<file path="config.mk">
export PLATFORM = sky130hd
export DESIGN_NAME = tilt_accel_calibration
export DESIGN_NICKNAME = d
export VERILOG_FILES = /design/src/logic/cal_pkg.sv /design/src/logic/tilt_accel_calibration.sv
export SDC_FILE = /design/constraint.sdc
export NUM_CORES = 2
export LEC_CHECK = 0
export CORE_MARGIN = 4
export CORE_UTILIZATION = 49
export DETAILED_ROUTE_END_ITERATION = 7
export DONT_BUFFER_PORTS = 1
export PLACE_DENSITY = 0.66
export SLEW_MARGIN = 20
export SYNTH_ARGS = -nofsm -noshare
export SYNTH_HDL_FRONTEND = slang
export SYNTH_SLANG_ARGS = --single-unit
</file>
<file path="constraint.sdc">
create_clock -name CLK -period 7.8 [get_ports CLK]
set_input_delay 1.56 -clock CLK [delete_from_list [all_inputs] [get_ports CLK]]
set_output_delay 1.56 -clock CLK [all_outputs]
set_load 0.01 [all_outputs]
</file>
<file path="src/logic/cal_pkg.sv">
package cal_pkg;

  // serial frame layout
  localparam int FRAME_BITS = 16;
  localparam int CNT_W = 5;
  localparam logic [CNT_W-1:0] FRAME_LEN = 5'h10;
  localparam int WR_BIT = 15;
  localparam int ADDR_HI = 13;
  localparam int ADDR_LO = 8;
  localparam int ADDR_W = 6;

  // register byte addresses (even = lower byte, odd = upper byte)
  localparam logic [5:0] ADDR_X_ACCEL_OUT = 6'h04;
  localparam logic [5:0] ADDR_Y_ACCEL_OUT = 6'h06;
  localparam logic [5:0] ADDR_X_TILT_OUT = 6'h0C;
  localparam logic [5:0] ADDR_Y_TILT_OUT = 6'h0E;
  localparam logic [5:0] ADDR_X_ACCEL_OFFSET = 6'h10;
  localparam logic [5:0] ADDR_Y_ACCEL_OFFSET = 6'h12;
  localparam logic [5:0] ADDR_X_ACCEL_GAIN = 6'h14;
  localparam logic [5:0] ADDR_Y_ACCEL_GAIN = 6'h16;
  localparam logic [5:0] ADDR_X_TILT_OFFSET = 6'h18;
  localparam logic [5:0] ADDR_Y_TILT_OFFSET = 6'h1A;
  localparam logic [5:0] ADDR_X_TILT_GAIN = 6'h1C;
  localparam logic [5:0] ADDR_Y_TILT_GAIN = 6'h1E;
  localparam logic [5:0] ADDR_AVERAGING_COUNT = 6'h38;
  localparam logic [5:0] ADDR_COMMAND = 6'h3E;

  // calibration block occupies 0x10..0x1F, index = addr[3:1]
  localparam logic [1:0] CAL_PAGE = 2'h1;
  localparam int NUM_CAL = 8;
  localparam logic [2:0] IDX_X_ACCEL_OFFSET = 3'h0;
  localparam logic [2:0] IDX_Y_ACCEL_OFFSET = 3'h1;
  localparam logic [2:0] IDX_X_ACCEL_GAIN = 3'h2;
  localparam logic [2:0] IDX_Y_ACCEL_GAIN = 3'h3;
  localparam logic [2:0] IDX_X_TILT_OFFSET = 3'h4;
  localparam logic [2:0] IDX_Y_TILT_OFFSET = 3'h5;
  localparam logic [2:0] IDX_X_TILT_GAIN = 3'h6;
  localparam logic [2:0] IDX_Y_TILT_GAIN = 3'h7;

  // field masks and reset values
  localparam logic [15:0] MASK_ACCEL_OFFSET = 16'h0FFF;
  localparam logic [15:0] MASK_TILT_OFFSET = 16'h01FF;
  localparam logic [15:0] MASK_GAIN = 16'h0FFF;
  localparam logic [15:0] RST_OFFSET = 16'h0000;
  localparam logic [15:0] RST_GAIN = 16'h0800;
  localparam logic [7:0] RST_AVERAGING_COUNT = 8'h00;
  localparam int NULL_BIT = 0;

  // arithmetic
  localparam int RAW_W = 14;
  localparam int GAIN_SHIFT = 11;
  localparam int OUT_MAX = 8191;
  localparam int OUT_MIN = -8192;
  localparam int ACCEL_OFF_MAX = 2047;
  localparam int ACCEL_OFF_MIN = -2048;
  localparam int TILT_OFF_MAX = 255;
  localparam int TILT_OFF_MIN = -256;

  typedef struct packed {
    logic [RAW_W-1:0] x_accel;
    logic [RAW_W-1:0] y_accel;
    logic [RAW_W-1:0] x_tilt;
    logic [RAW_W-1:0] y_tilt;
  } axis_set_t;

  typedef enum logic [1:0] {
    SPI_IDLE = 2'h0,
    SPI_RECV = 2'h1,
    SPI_EXEC = 2'h3
  } spi_state_t;

endpackage

</file>
<file path="src/logic/tilt_accel_calibration.sv">
`timescale 1ns/1ps
// Notes on behaviour
// - each control register is 16 bits, split into upper and lower byte addresses
// - upper byte holds bits 15..8, lower byte bits 7..0
// - calibration values are 12 bits, tilt offsets 9 bits, LSB aligned
// - offsets are two's complement, gains are unsigned binary
// - output equals gain times (raw plus offset)
// - each axis uses only its own offset and gain pair
// - null command loads each offset with the negated axis reading
// - after null, the four outputs read near zero while each reading lies within its offset span
// - all eight calibration registers are writable individually over the serial port
// - accel offsets use bits 11:0, reset 0x0000, span -2048..+2047
// - gains use bits 11:0, reset 0x0800 meaning unity, 0..4095 is gain 0..2
// - tilt offsets use bits 8:0, reset 0x0000, span -256..+255
// - calibration registers are readable and writable and meant to be nonvolatile; here ARST_N reloads their reset values
// - write frame: bit 15 set, address in 13:8, one data byte; one byte changes
// - read returns the upper byte then the lower byte of the same register
module tilt_accel_calibration (
  input wire logic CLK,
  input wire logic ARST_N,
  input wire logic SCLK,
  input wire logic CS_N,
  input wire logic DIN,
  output logic DOUT,
  input wire cal_pkg::axis_set_t SAMPLE,
  input wire logic SAMPLE_VALID,
  output cal_pkg::axis_set_t CAL_OUT,
  output logic CAL_VALID
);
  import cal_pkg::*;

  function automatic logic [15:0] cal_mask(input logic [2:0] idx);
    unique case (idx)
      IDX_X_ACCEL_OFFSET, IDX_Y_ACCEL_OFFSET: cal_mask = MASK_ACCEL_OFFSET;
      IDX_X_TILT_OFFSET, IDX_Y_TILT_OFFSET: cal_mask = MASK_TILT_OFFSET;
      default: cal_mask = MASK_GAIN;
    endcase
  endfunction

  function automatic logic [15:0] cal_reset(input logic [2:0] idx);
    unique case (idx)
      IDX_X_ACCEL_GAIN, IDX_Y_ACCEL_GAIN, IDX_X_TILT_GAIN, IDX_Y_TILT_GAIN:
        cal_reset = RST_GAIN;
      default: cal_reset = RST_OFFSET;
    endcase
  endfunction

  // sign-extend an offset field to 16 bits
  function automatic logic signed [15:0] off_ext(input logic [15:0] off, input logic tilt);
    if (tilt) begin
      off_ext = $signed({{7{off[8]}}, off[8:0]});
    end else begin
      off_ext = $signed({{4{off[11]}}, off[11:0]});
    end
  endfunction

  // gain * (raw + offset), gain 0x800 is unity, result saturated to the output width
  function automatic logic [RAW_W-1:0] calib(input logic [RAW_W-1:0] raw,
                                             input logic [15:0] off,
                                             input logic [15:0] gain,
                                             input logic tilt);
    logic signed [15:0] sum;
    logic signed [28:0] prod;
    logic signed [28:0] shf;
    sum = $signed({{2{raw[RAW_W-1]}}, raw}) + off_ext(off, tilt);
    prod = sum * $signed({1'b0, gain[11:0]});
    shf = prod >>> GAIN_SHIFT;
    if (shf > OUT_MAX) begin
      calib = 14'h1FFF;
    end else if (shf < OUT_MIN) begin
      calib = 14'h2000;
    end else begin
      calib = shf[RAW_W-1:0];
    end
  endfunction

  // negated reading, clamped into the offset span and masked to the field
  function automatic logic [15:0] null_off(input logic [RAW_W-1:0] raw, input logic tilt);
    logic signed [15:0] neg;
    logic signed [15:0] lim_hi;
    logic signed [15:0] lim_lo;
    neg = -$signed({{2{raw[RAW_W-1]}}, raw});
    lim_hi = tilt ? 16'(TILT_OFF_MAX) : 16'(ACCEL_OFF_MAX);
    lim_lo = tilt ? 16'(TILT_OFF_MIN) : 16'(ACCEL_OFF_MIN);
    if (neg > lim_hi) begin
      neg = lim_hi;
    end else if (neg < lim_lo) begin
      neg = lim_lo;
    end
    null_off = neg & (tilt ? MASK_TILT_OFFSET : MASK_ACCEL_OFFSET);
  endfunction

  // pin synchronisers
  logic sclk_m_r, sclk_s_r, sclk_d_r;
  logic cs_m_r, cs_s_r;
  logic din_m_r, din_s_r;

  always_ff @(posedge CLK or negedge ARST_N) begin
    if (!ARST_N) begin
      sclk_m_r <= 1'b1;
      sclk_s_r <= 1'b1;
      sclk_d_r <= 1'b1;
      cs_m_r <= 1'b1;
      cs_s_r <= 1'b1;
      din_m_r <= 1'b0;
      din_s_r <= 1'b0;
    end else begin
      sclk_m_r <= SCLK;
      sclk_s_r <= sclk_m_r;
      sclk_d_r <= sclk_s_r;
      cs_m_r <= CS_N;
      cs_s_r <= cs_m_r;
      din_m_r <= DIN;
      din_s_r <= din_m_r;
    end
  end

  logic sclk_rise, sclk_fall;
  assign sclk_rise = sclk_s_r & ~sclk_d_r;
  assign sclk_fall = ~sclk_s_r & sclk_d_r;

  // serial frame engine
  spi_state_t state_r, state_nxt;
  logic [CNT_W-1:0] cnt_r, cnt_nxt;
  logic [15:0] rx_r, rx_nxt;
  logic [15:0] tx_r, tx_nxt;
  logic dout_r, dout_nxt;
  logic [15:0] rd_word;

  always_comb begin
    state_nxt = state_r;
    cnt_nxt = cnt_r;
    rx_nxt = rx_r;
    tx_nxt = tx_r;
    unique case (state_r)
      SPI_IDLE: begin
        if (!cs_s_r) begin
          state_nxt = SPI_RECV;
          cnt_nxt = '0;
        end
      end
      SPI_RECV: begin
        if (cs_s_r) begin
          state_nxt = (cnt_r == FRAME_LEN) ? SPI_EXEC : SPI_IDLE;
        end else begin
          if (sclk_rise && cnt_r != FRAME_LEN) begin
            rx_nxt = {rx_r[FRAME_BITS-2:0], din_s_r};
            cnt_nxt = cnt_r + 5'h01;
          end
          if (sclk_fall && cnt_r != '0) begin
            tx_nxt = {tx_r[FRAME_BITS-2:0], 1'b0};
          end
        end
      end
      SPI_EXEC: begin
        state_nxt = SPI_IDLE;
        tx_nxt = rx_r[WR_BIT] ? 16'h0000 : rd_word;
      end
      default: state_nxt = SPI_IDLE;
    endcase
    dout_nxt = tx_nxt[FRAME_BITS-1];
  end

  always_ff @(posedge CLK or negedge ARST_N) begin
    if (!ARST_N) begin
      state_r <= SPI_IDLE;
      cnt_r <= '0;
      rx_r <= 16'h0000;
      tx_r <= 16'h0000;
      dout_r <= 1'b0;
    end else begin
      state_r <= state_nxt;
      cnt_r <= cnt_nxt;
      rx_r <= rx_nxt;
      tx_r <= tx_nxt;
      dout_r <= dout_nxt;
    end
  end

  // decoded frame
  logic exec, wr_cmd, cal_hit, null_cmd;
  logic [ADDR_W-1:0] addr;
  logic [7:0] wdata;
  logic [2:0] cal_idx;
  assign exec = (state_r == SPI_EXEC);
  assign wr_cmd = exec & rx_r[WR_BIT];
  assign addr = rx_r[ADDR_HI:ADDR_LO];
  assign wdata = rx_r[7:0];
  assign cal_idx = addr[3:1];
  assign cal_hit = (addr[5:4] == CAL_PAGE);
  assign null_cmd = wr_cmd & (addr == ADDR_COMMAND) & wdata[NULL_BIT];

  // register file and calibrated outputs
  logic [15:0] cal_r [NUM_CAL];
  logic [15:0] cal_nxt [NUM_CAL];
  logic [7:0] avg_r, avg_nxt;
  axis_set_t raw_r, raw_nxt;
  axis_set_t out_r, out_nxt;
  logic valid_r, valid_nxt;

  always_comb begin
    for (int i = 0; i < NUM_CAL; i++) begin
      cal_nxt[i] = cal_r[i];
    end
    avg_nxt = avg_r;
    raw_nxt = raw_r;
    out_nxt = out_r;
    valid_nxt = SAMPLE_VALID;
    if (wr_cmd && cal_hit) begin
      if (addr[0]) begin
        cal_nxt[cal_idx] = {wdata, cal_r[cal_idx][7:0]} & cal_mask(cal_idx);
      end else begin
        cal_nxt[cal_idx] = {cal_r[cal_idx][15:8], wdata} & cal_mask(cal_idx);
      end
    end
    if (wr_cmd && addr == ADDR_AVERAGING_COUNT) begin
      avg_nxt = wdata;
    end
    if (null_cmd) begin
      cal_nxt[IDX_X_ACCEL_OFFSET] = null_off(raw_r.x_accel, 1'b0);
      cal_nxt[IDX_Y_ACCEL_OFFSET] = null_off(raw_r.y_accel, 1'b0);
      cal_nxt[IDX_X_TILT_OFFSET] = null_off(raw_r.x_tilt, 1'b1);
      cal_nxt[IDX_Y_TILT_OFFSET] = null_off(raw_r.y_tilt, 1'b1);
    end
    if (SAMPLE_VALID) begin
      raw_nxt = SAMPLE;
      out_nxt.x_accel = calib(SAMPLE.x_accel, cal_r[IDX_X_ACCEL_OFFSET],
                              cal_r[IDX_X_ACCEL_GAIN], 1'b0);
      out_nxt.y_accel = calib(SAMPLE.y_accel, cal_r[IDX_Y_ACCEL_OFFSET],
                              cal_r[IDX_Y_ACCEL_GAIN], 1'b0);
      out_nxt.x_tilt = calib(SAMPLE.x_tilt, cal_r[IDX_X_TILT_OFFSET],
                             cal_r[IDX_X_TILT_GAIN], 1'b1);
      out_nxt.y_tilt = calib(SAMPLE.y_tilt, cal_r[IDX_Y_TILT_OFFSET],
                             cal_r[IDX_Y_TILT_GAIN], 1'b1);
    end
  end

  always_ff @(posedge CLK or negedge ARST_N) begin
    if (!ARST_N) begin
      for (int i = 0; i < NUM_CAL; i++) begin
        cal_r[i] <= cal_reset(3'(i));
      end
      avg_r <= RST_AVERAGING_COUNT;
      raw_r <= '0;
      out_r <= '0;
      valid_r <= 1'b0;
    end else begin
      for (int i = 0; i < NUM_CAL; i++) begin
        cal_r[i] <= cal_nxt[i];
      end
      avg_r <= avg_nxt;
      raw_r <= raw_nxt;
      out_r <= out_nxt;
      valid_r <= valid_nxt;
    end
  end

  // read data: either byte address of a register returns the whole word
  always_comb begin
    rd_word = 16'h0000;
    if (cal_hit) begin
      rd_word = cal_r[cal_idx] & cal_mask(cal_idx);
    end else begin
      unique case ({addr[5:1], 1'b0})
        ADDR_X_ACCEL_OUT: rd_word = 16'($signed(out_r.x_accel));
        ADDR_Y_ACCEL_OUT: rd_word = 16'($signed(out_r.y_accel));
        ADDR_X_TILT_OUT: rd_word = 16'($signed(out_r.x_tilt));
        ADDR_Y_TILT_OUT: rd_word = 16'($signed(out_r.y_tilt));
        ADDR_AVERAGING_COUNT: rd_word = {8'h00, avg_r};
        default: rd_word = 16'h0000;
      endcase
    end
  end

  assign DOUT = dout_r;
  assign CAL_OUT = out_r;
  assign CAL_VALID = valid_r;

endmodule // tilt_accel_calibration

</file>
Yosys cells after proc, flatten, opt, wreduce, memory -nomap -nowiden --
Cells that the tools add are included.
Operators by class: $add $sub $neg 9, multipliers 4, magnitude comparators 18, equality and inequality tests 19, multiplexer cells 51, bitwise logic cells 12, reductions and logical operators 15
Operators by type and width (count):
- $bwmux W128 | 2
- $mux W128 | 2
- $mux W16 | 16
- $mul A16 B13 Y29 | 4
- $mux W14 | 8
- $pmux W16 S5 | 1
- $gt A18 B14 Y1 const B | 4
- $lt A18 B14 Y1 const B | 4
- $add A14 B16 Y16 | 4
- $mux W32 | 2
- $neg A14 Y16 | 4
- $mux W12 | 5
- $and A16 B16 Y16 | 3
- $bmux W16 S3 | 1
- $demux W16 S3 | 1
- $mux W9 | 4
- $gt A16 B12 Y1 const B | 2
- $gt A16 B9 Y1 const B | 2
- $lt A16 B12 Y1 const B | 2
- $lt A16 B9 Y1 const B | 2
- $pmux W16 S2 | 1
- $mux W5 | 3
- $eq A6 B6 Y1 const B | 2
- $eq A5 B2 Y1 const B | 2
- 24 further kinds | 47
Word-level totals: flip-flop bits (word level) 295, input port bits 62, output and inout port bits 58, logic and storage cells 158

Depth between registers and ports, before layout --
depth after elaboration 10, depth in mapped cells 35, gate-level depth less buffers 33

Worst setup path before layout --
OpenSTA, ideal clock, no wires.
path kind input port to flip-flop, start input port SAMPLE[15] in the netlist's numbering, end register out_r, in the netlist CAL_OUT[24], setup time 0.126 ns, arrival time 8.925 ns, data required time 7.674 ns, path slack -1.251 ns, cell stages on the path 31, path buffers 2, cells stage by stage ha_1 -> a21o_1 -> a21oi_1 -> o21ai_0 -> a21oi_1 -> o21ai_0 -> a211oi_1 -> o21ai_1 -> a31oi_1 -> a21oi_1 -> clkbuf_1 -> nand2b_1 -> fa_1 -> fa_1 -> inv_1 -> fa_1 -> fa_1 -> inv_1 -> fa_1 -> inv_1 -> ha_1 -> a21o_1 -> a21o_1 -> a21o_1 -> a21o_1 -> a21oi_4 -> nand2_4 -> o31a_2 -> o311a_4 -> buf_6 -> a221o_1
Between the ends: cells in the longest elaborated chain, start to end 5, elaborated cells on any way between the ends 6, those cells by class 1 x add/sub; 1 x mul; 2 x order compare; 2 x mux
RTL lines:
- start: declaration | RTL line tilt_accel_calibration.sv:25 | input wire cal_pkg::axis_set_t SAMPLE,
- $add A14 B16 Y16 * | RTL line tilt_accel_calibration.sv:65 | sum = $signed({{2{raw[RAW_W-1]}}, raw}) + off_ext(off, tilt);
- $mul A16 B13 Y29 * | RTL line tilt_accel_calibration.sv:66 | prod = sum * $signed({1'b0, gain[11:0]});
- $lt A18 B14 Y1 | RTL line tilt_accel_calibration.sv:70 | end else if (shf < OUT_MIN) begin
- $mux W14 | RTL line tilt_accel_calibration.sv:70
- $mux W14 * | RTL line tilt_accel_calibration.sv:68 | if (shf > OUT_MAX) begin
- end signal: assignment | RTL line tilt_accel_calibration.sv:253 | out_r <= out_nxt;
- end: declaration | RTL line tilt_accel_calibration.sv:198 | axis_set_t out_r, out_nxt;
Mark *: on every way between the ends. The rest lies on a longest branch, timed or not. A chain may end at the register's enable or synchronous reset.

Final worst setup path --
start input port SAMPLE[42] in the netlist's numbering, end register out_r, in the netlist CAL_OUT[43]
Same word-level chain as after synthesis.

==> out/summary.md <==
The register area share after synthesis is 14.6%, and the register bit total from synthesis is 257. The final number of max-transition violations was 0. Detailed placement finished with a half-perimeter wire length of 95,100 um. The average cell area after synthesis came out at 9.06 um^2. In the final layout, the share of cells above drive strength 1 is 21.1%.

The number of buffers between clock root and the deepest sink is 3. The run finished, with violations left. The tools report the worst reg2reg path startpoint as cal_r[112]$_DFFE_PN0P_.

The die is 308 um wide. The number of iterations in the first detailed-routing pass was 6. The worst setup path is launched from an input port. The initialized floorplan defines 109 standard-cell rows. Hold path depth: 0. After synthesis, the share of flip-flops with an asynchronous set or reset is 100%. The analysis attributes to cell leakage a power of 0.0262 uW. The run gives 4,866 as the gate count of the mapped netlist. The final wirelength is 120,000 um. The total area inside the core boundary comes to 88,800 um^2. By startpoint and endpoint, the worst setup path is classified as in2reg.

Setup repair after global routing could not meet its margin everywhere. The worst pin sits at a relative slew slack of 23.7%. Summed over all instances, the cell type with the most area after synthesis is sky130_fd_sc_hd__fa_1.

In this run the most critical hold path is launched from din_m_r$_DFF_PN0_. Entering global routing, the biggest net connects 258 pins. The initial antenna violation count is 4, and the overall die area is 94,800 um^2. The maximum clock frequency came out at 121 MHz. Along the worst path, the maximum fanout reaches 7. The worst-case reg-to-reg path depth was 31; the number of distinct library cell variants in the gate-level netlist after synthesis was 103.

The number of I/O port buffers came out at 0. The checks that failed: negative setup slack. The cell sitting at the root of the clock tree is a sky130_fd_sc_hd__clkbuf_16.

For the worst setup path, the data arrival time is 8690 ps. Across the routed clock network, the largest skew measured is 21.7 ps. VDD sags by at most 0.111 mV.

The kind of cell with the highest combined delay along the critical path is adder cells. For the setup TNS, the log shows -17,570 ps. The critical path's largest stage delay was 560 ps; the slew at the pin closest to its max-slew limit was 1130 ps. The average vias per placed instance was 5.39. For this run, the leading register cell type out of synthesis is sky130_fd_sc_hd__dfrtp_1. Number of DRC markers in iteration 0: 2,288. Type of the most critical hold path: reg2reg.

The run gives 34 as the number of buffers created by CTS. In the final routed layout, each cell accounts on average for 18.8 um. In this run the critical register-to-register path is captured at CAL_OUT[43]$_DFFE_PN0P_. The count of fill cells added during filler insertion came out at 7,727. For this run, the number of Yosys warnings is 0.

The number of enable-type register cells in the synthesized netlist was 0. The floorplan step set the die height to 308 um. The max-cap violation count was 0; the area share of the largest cell type after synthesis was 32.3%.

The run gives 0 as the residual overflow from global routing. Final setup slack of the worst path: -459 ps. The path with the worst hold slack has its endpoint at din_s_r$_DFF_PN0_. By instance count, the cell type seen most on the critical path is sky130_fd_sc_hd__fa_1. Pre-CTS setup slack: -1160 ps. The cell with the most instances after synthesis is sky130_fd_sc_hd__inv_1.

The clock drives 257 sinks. After clock tree synthesis, the clock-pin slew on the worst setup and hold paths is 60 ps. TritonCTS built the clock tree. The total number of vias is 34,400.

The data required time at the worst endpoint was 8230 ps; the final weighted congestion in routability-driven placement was 0.943. Ranked by instance count, the synthesized netlist is headed by sky130_fd_sc_hd__inv_1, sky130_fd_sc_hd__fa_1, sky130_fd_sc_hd__nand2_1, sky130_fd_sc_hd__ha_1, sky130_fd_sc_hd__and2_1. The critical path's slowest cell was sky130_fd_sc_hd__fa_1. The total power density per cell area came out at 69.5 nW/um^2. The share of the cycle needed by the critical path after routing works out to 106%. The level count of the clock H-tree came out at 2. Post-route antenna net violation count: 0. The run gives 6,275 as the number of nets in the layout. The worst setup path is captured at a flop. Setup violations remaining at the end of the flow were counted as 55.

The routed design could run at a clock period as short as 8260 ps. Once placement completed, the tool counted placed cells totaling 6,247. When the netlist entered floorplanning its net count stood at 5,954.

The first global-routing pass estimated 193,000 um of wire. For this configuration, the core starts out at a cell density of 49.7%. After the flow finishes, the layout carries non-filler instances totaling 6,382. The DRC violation count after routing came out at 0. The via count of the first global-routing pass is 35,600, and the final hold violation count is 0. Clock latency on the worst-skew pair, taken at its later pin, is 560 ps. The run gives 25.6% as the total routing usage reported by global routing. The tools report the minimum setup slack among reg-to-reg paths as 50 ps. By area the synthesized netlist is led by sky130_fd_sc_hd__fa_1, sky130_fd_sc_hd__dfrtp_1, sky130_fd_sc_hd__ha_1. The logs give 44,100 um^2 for the combined area of all synthesized cells and 120 for the count of boundary I/O pins. Counting both buffers and inverters, the worst setup path holds a total of 4.

The post-synthesis to final-layout area growth came out at 17.3%.
[per-layer routing]
layer,up-vias,part of all wire (%),global-route usage (%),wire [um]
met5,-,0.011,0,13
met3,164,7.3,5.88,8770
li1,15900,-,-,-
met2,939,48,42.3,57200
met1,17400,41,33.3,49300
met4,2,3.8,8.68,4540
[metrics by stage]
step	hold slack, ps	total power, uW	cell area, um^2	util [%]
final	366	3600	51700	58.2
after global routing	377	3720	51700	58.2
after CTS	375	3600	50700	57.1
after detailed placement	354	1950	48900	55.0
after global placement	341	1940	48900	55.0
after floorplan	331	1730	45000	-
[repair_timing]
action / 4_1_cts / 5_1_grt
hold buffers: 0 / 0
cloned: 5 / 4
pin swaps: 97 / 159
gates resized for setup: 92 / 150
setup endpoints to repair: 56 / 56
setup buffers: 30 / 31
[layout by cell type (no fill, tap or decap), drive strengths merged, types with 22 or more instances in the layout]
cell type and instances:
a31oi 22, nand3 84, and3 56, xor2 47, fa 712, dfrtp 248
buf 523, nor2b 84, nor3 39, ha 314, mux2i 64, xnor2 89
clkbuf 51, nand2 484, nor2 178, inv 1031, a21o 36, o21ai 149
a21oi 132, nand2b 128, and2 250, mux2 142
[state kept, by name, summed over array words and instances (netlist names)]
register,cells
CAL_OUT,56
CAL_VALID,1
DOUT,1
avg_r,8
cal_r,90
cnt_r,5
cs_m_r,1
cs_s_r,1
din_m_r,1
din_s_r,1
raw_r,56
rx_r,16
sclk_d_r,1
sclk_m_r,1
sclk_s_r,1
state_r,2
tx_r,15
[cell type report]
cell class              count  area, um^2  share of cell area [%]
inverters                1028        3860                    7.47
well taps                1165        1460                    2.82
repair buffers            527        4190                    8.10
clock inverters            13         146                   0.283
diodes                      5        12.5                  0.0242
multi-input cells        3339       34600                    66.9
clock buffers              48        1000                    1.94
flip-flops and latches    257        6440                    12.5
[report_power, final]
part | leakage (uW) | switching [uW] | internal [uW] | total [uW]
logic | 0.0223 | 266 | 200 | 466
registers | 0.00335 | 103 | 1400 | 1500
clock network | 0.000562 | 658 | 973 | 1630
[kinds of logic after synthesis]
| logic type | Yosys count | synth area share, % |
|---|---|---|
| multiplexers | 226 | 6.10 |
| adder cells (fa/ha/maj) | 1026 | 41.2 |
| AO/OA/AOI/OAI | 534 | 8.10 |
| AND/OR/NAND/NOR | 1413 | 16.2 |
| XOR/XNOR | 136 | 2.72 |
| flip-flops | 257 | 14.6 |
| buffers and inverters | 1274 | 11.0 |
[how the worst max path moves through the flow]
stage,slack [ps],cells past startpoint,to,start
floorplan,-670,33,CAL_OUT[24]$_DFFE_PN0P_,SAMPLE[14]
global placement,-1040,35,CAL_OUT[1]$_DFFE_PN0P_,SAMPLE[0]
detailed placement,-1160,31,CAL_OUT[15]$_DFFE_PN0P_,SAMPLE[14]
CTS,-470,33,CAL_OUT[42]$_DFFE_PN0P_,SAMPLE[42]
global route,-750,37,CAL_OUT[4]$_DFFE_PN0P_,SAMPLE[0]
finish,-460,31,CAL_OUT[43]$_DFFE_PN0P_,SAMPLE[42]
No activity file was read; power rests on OpenSTA's default activity.
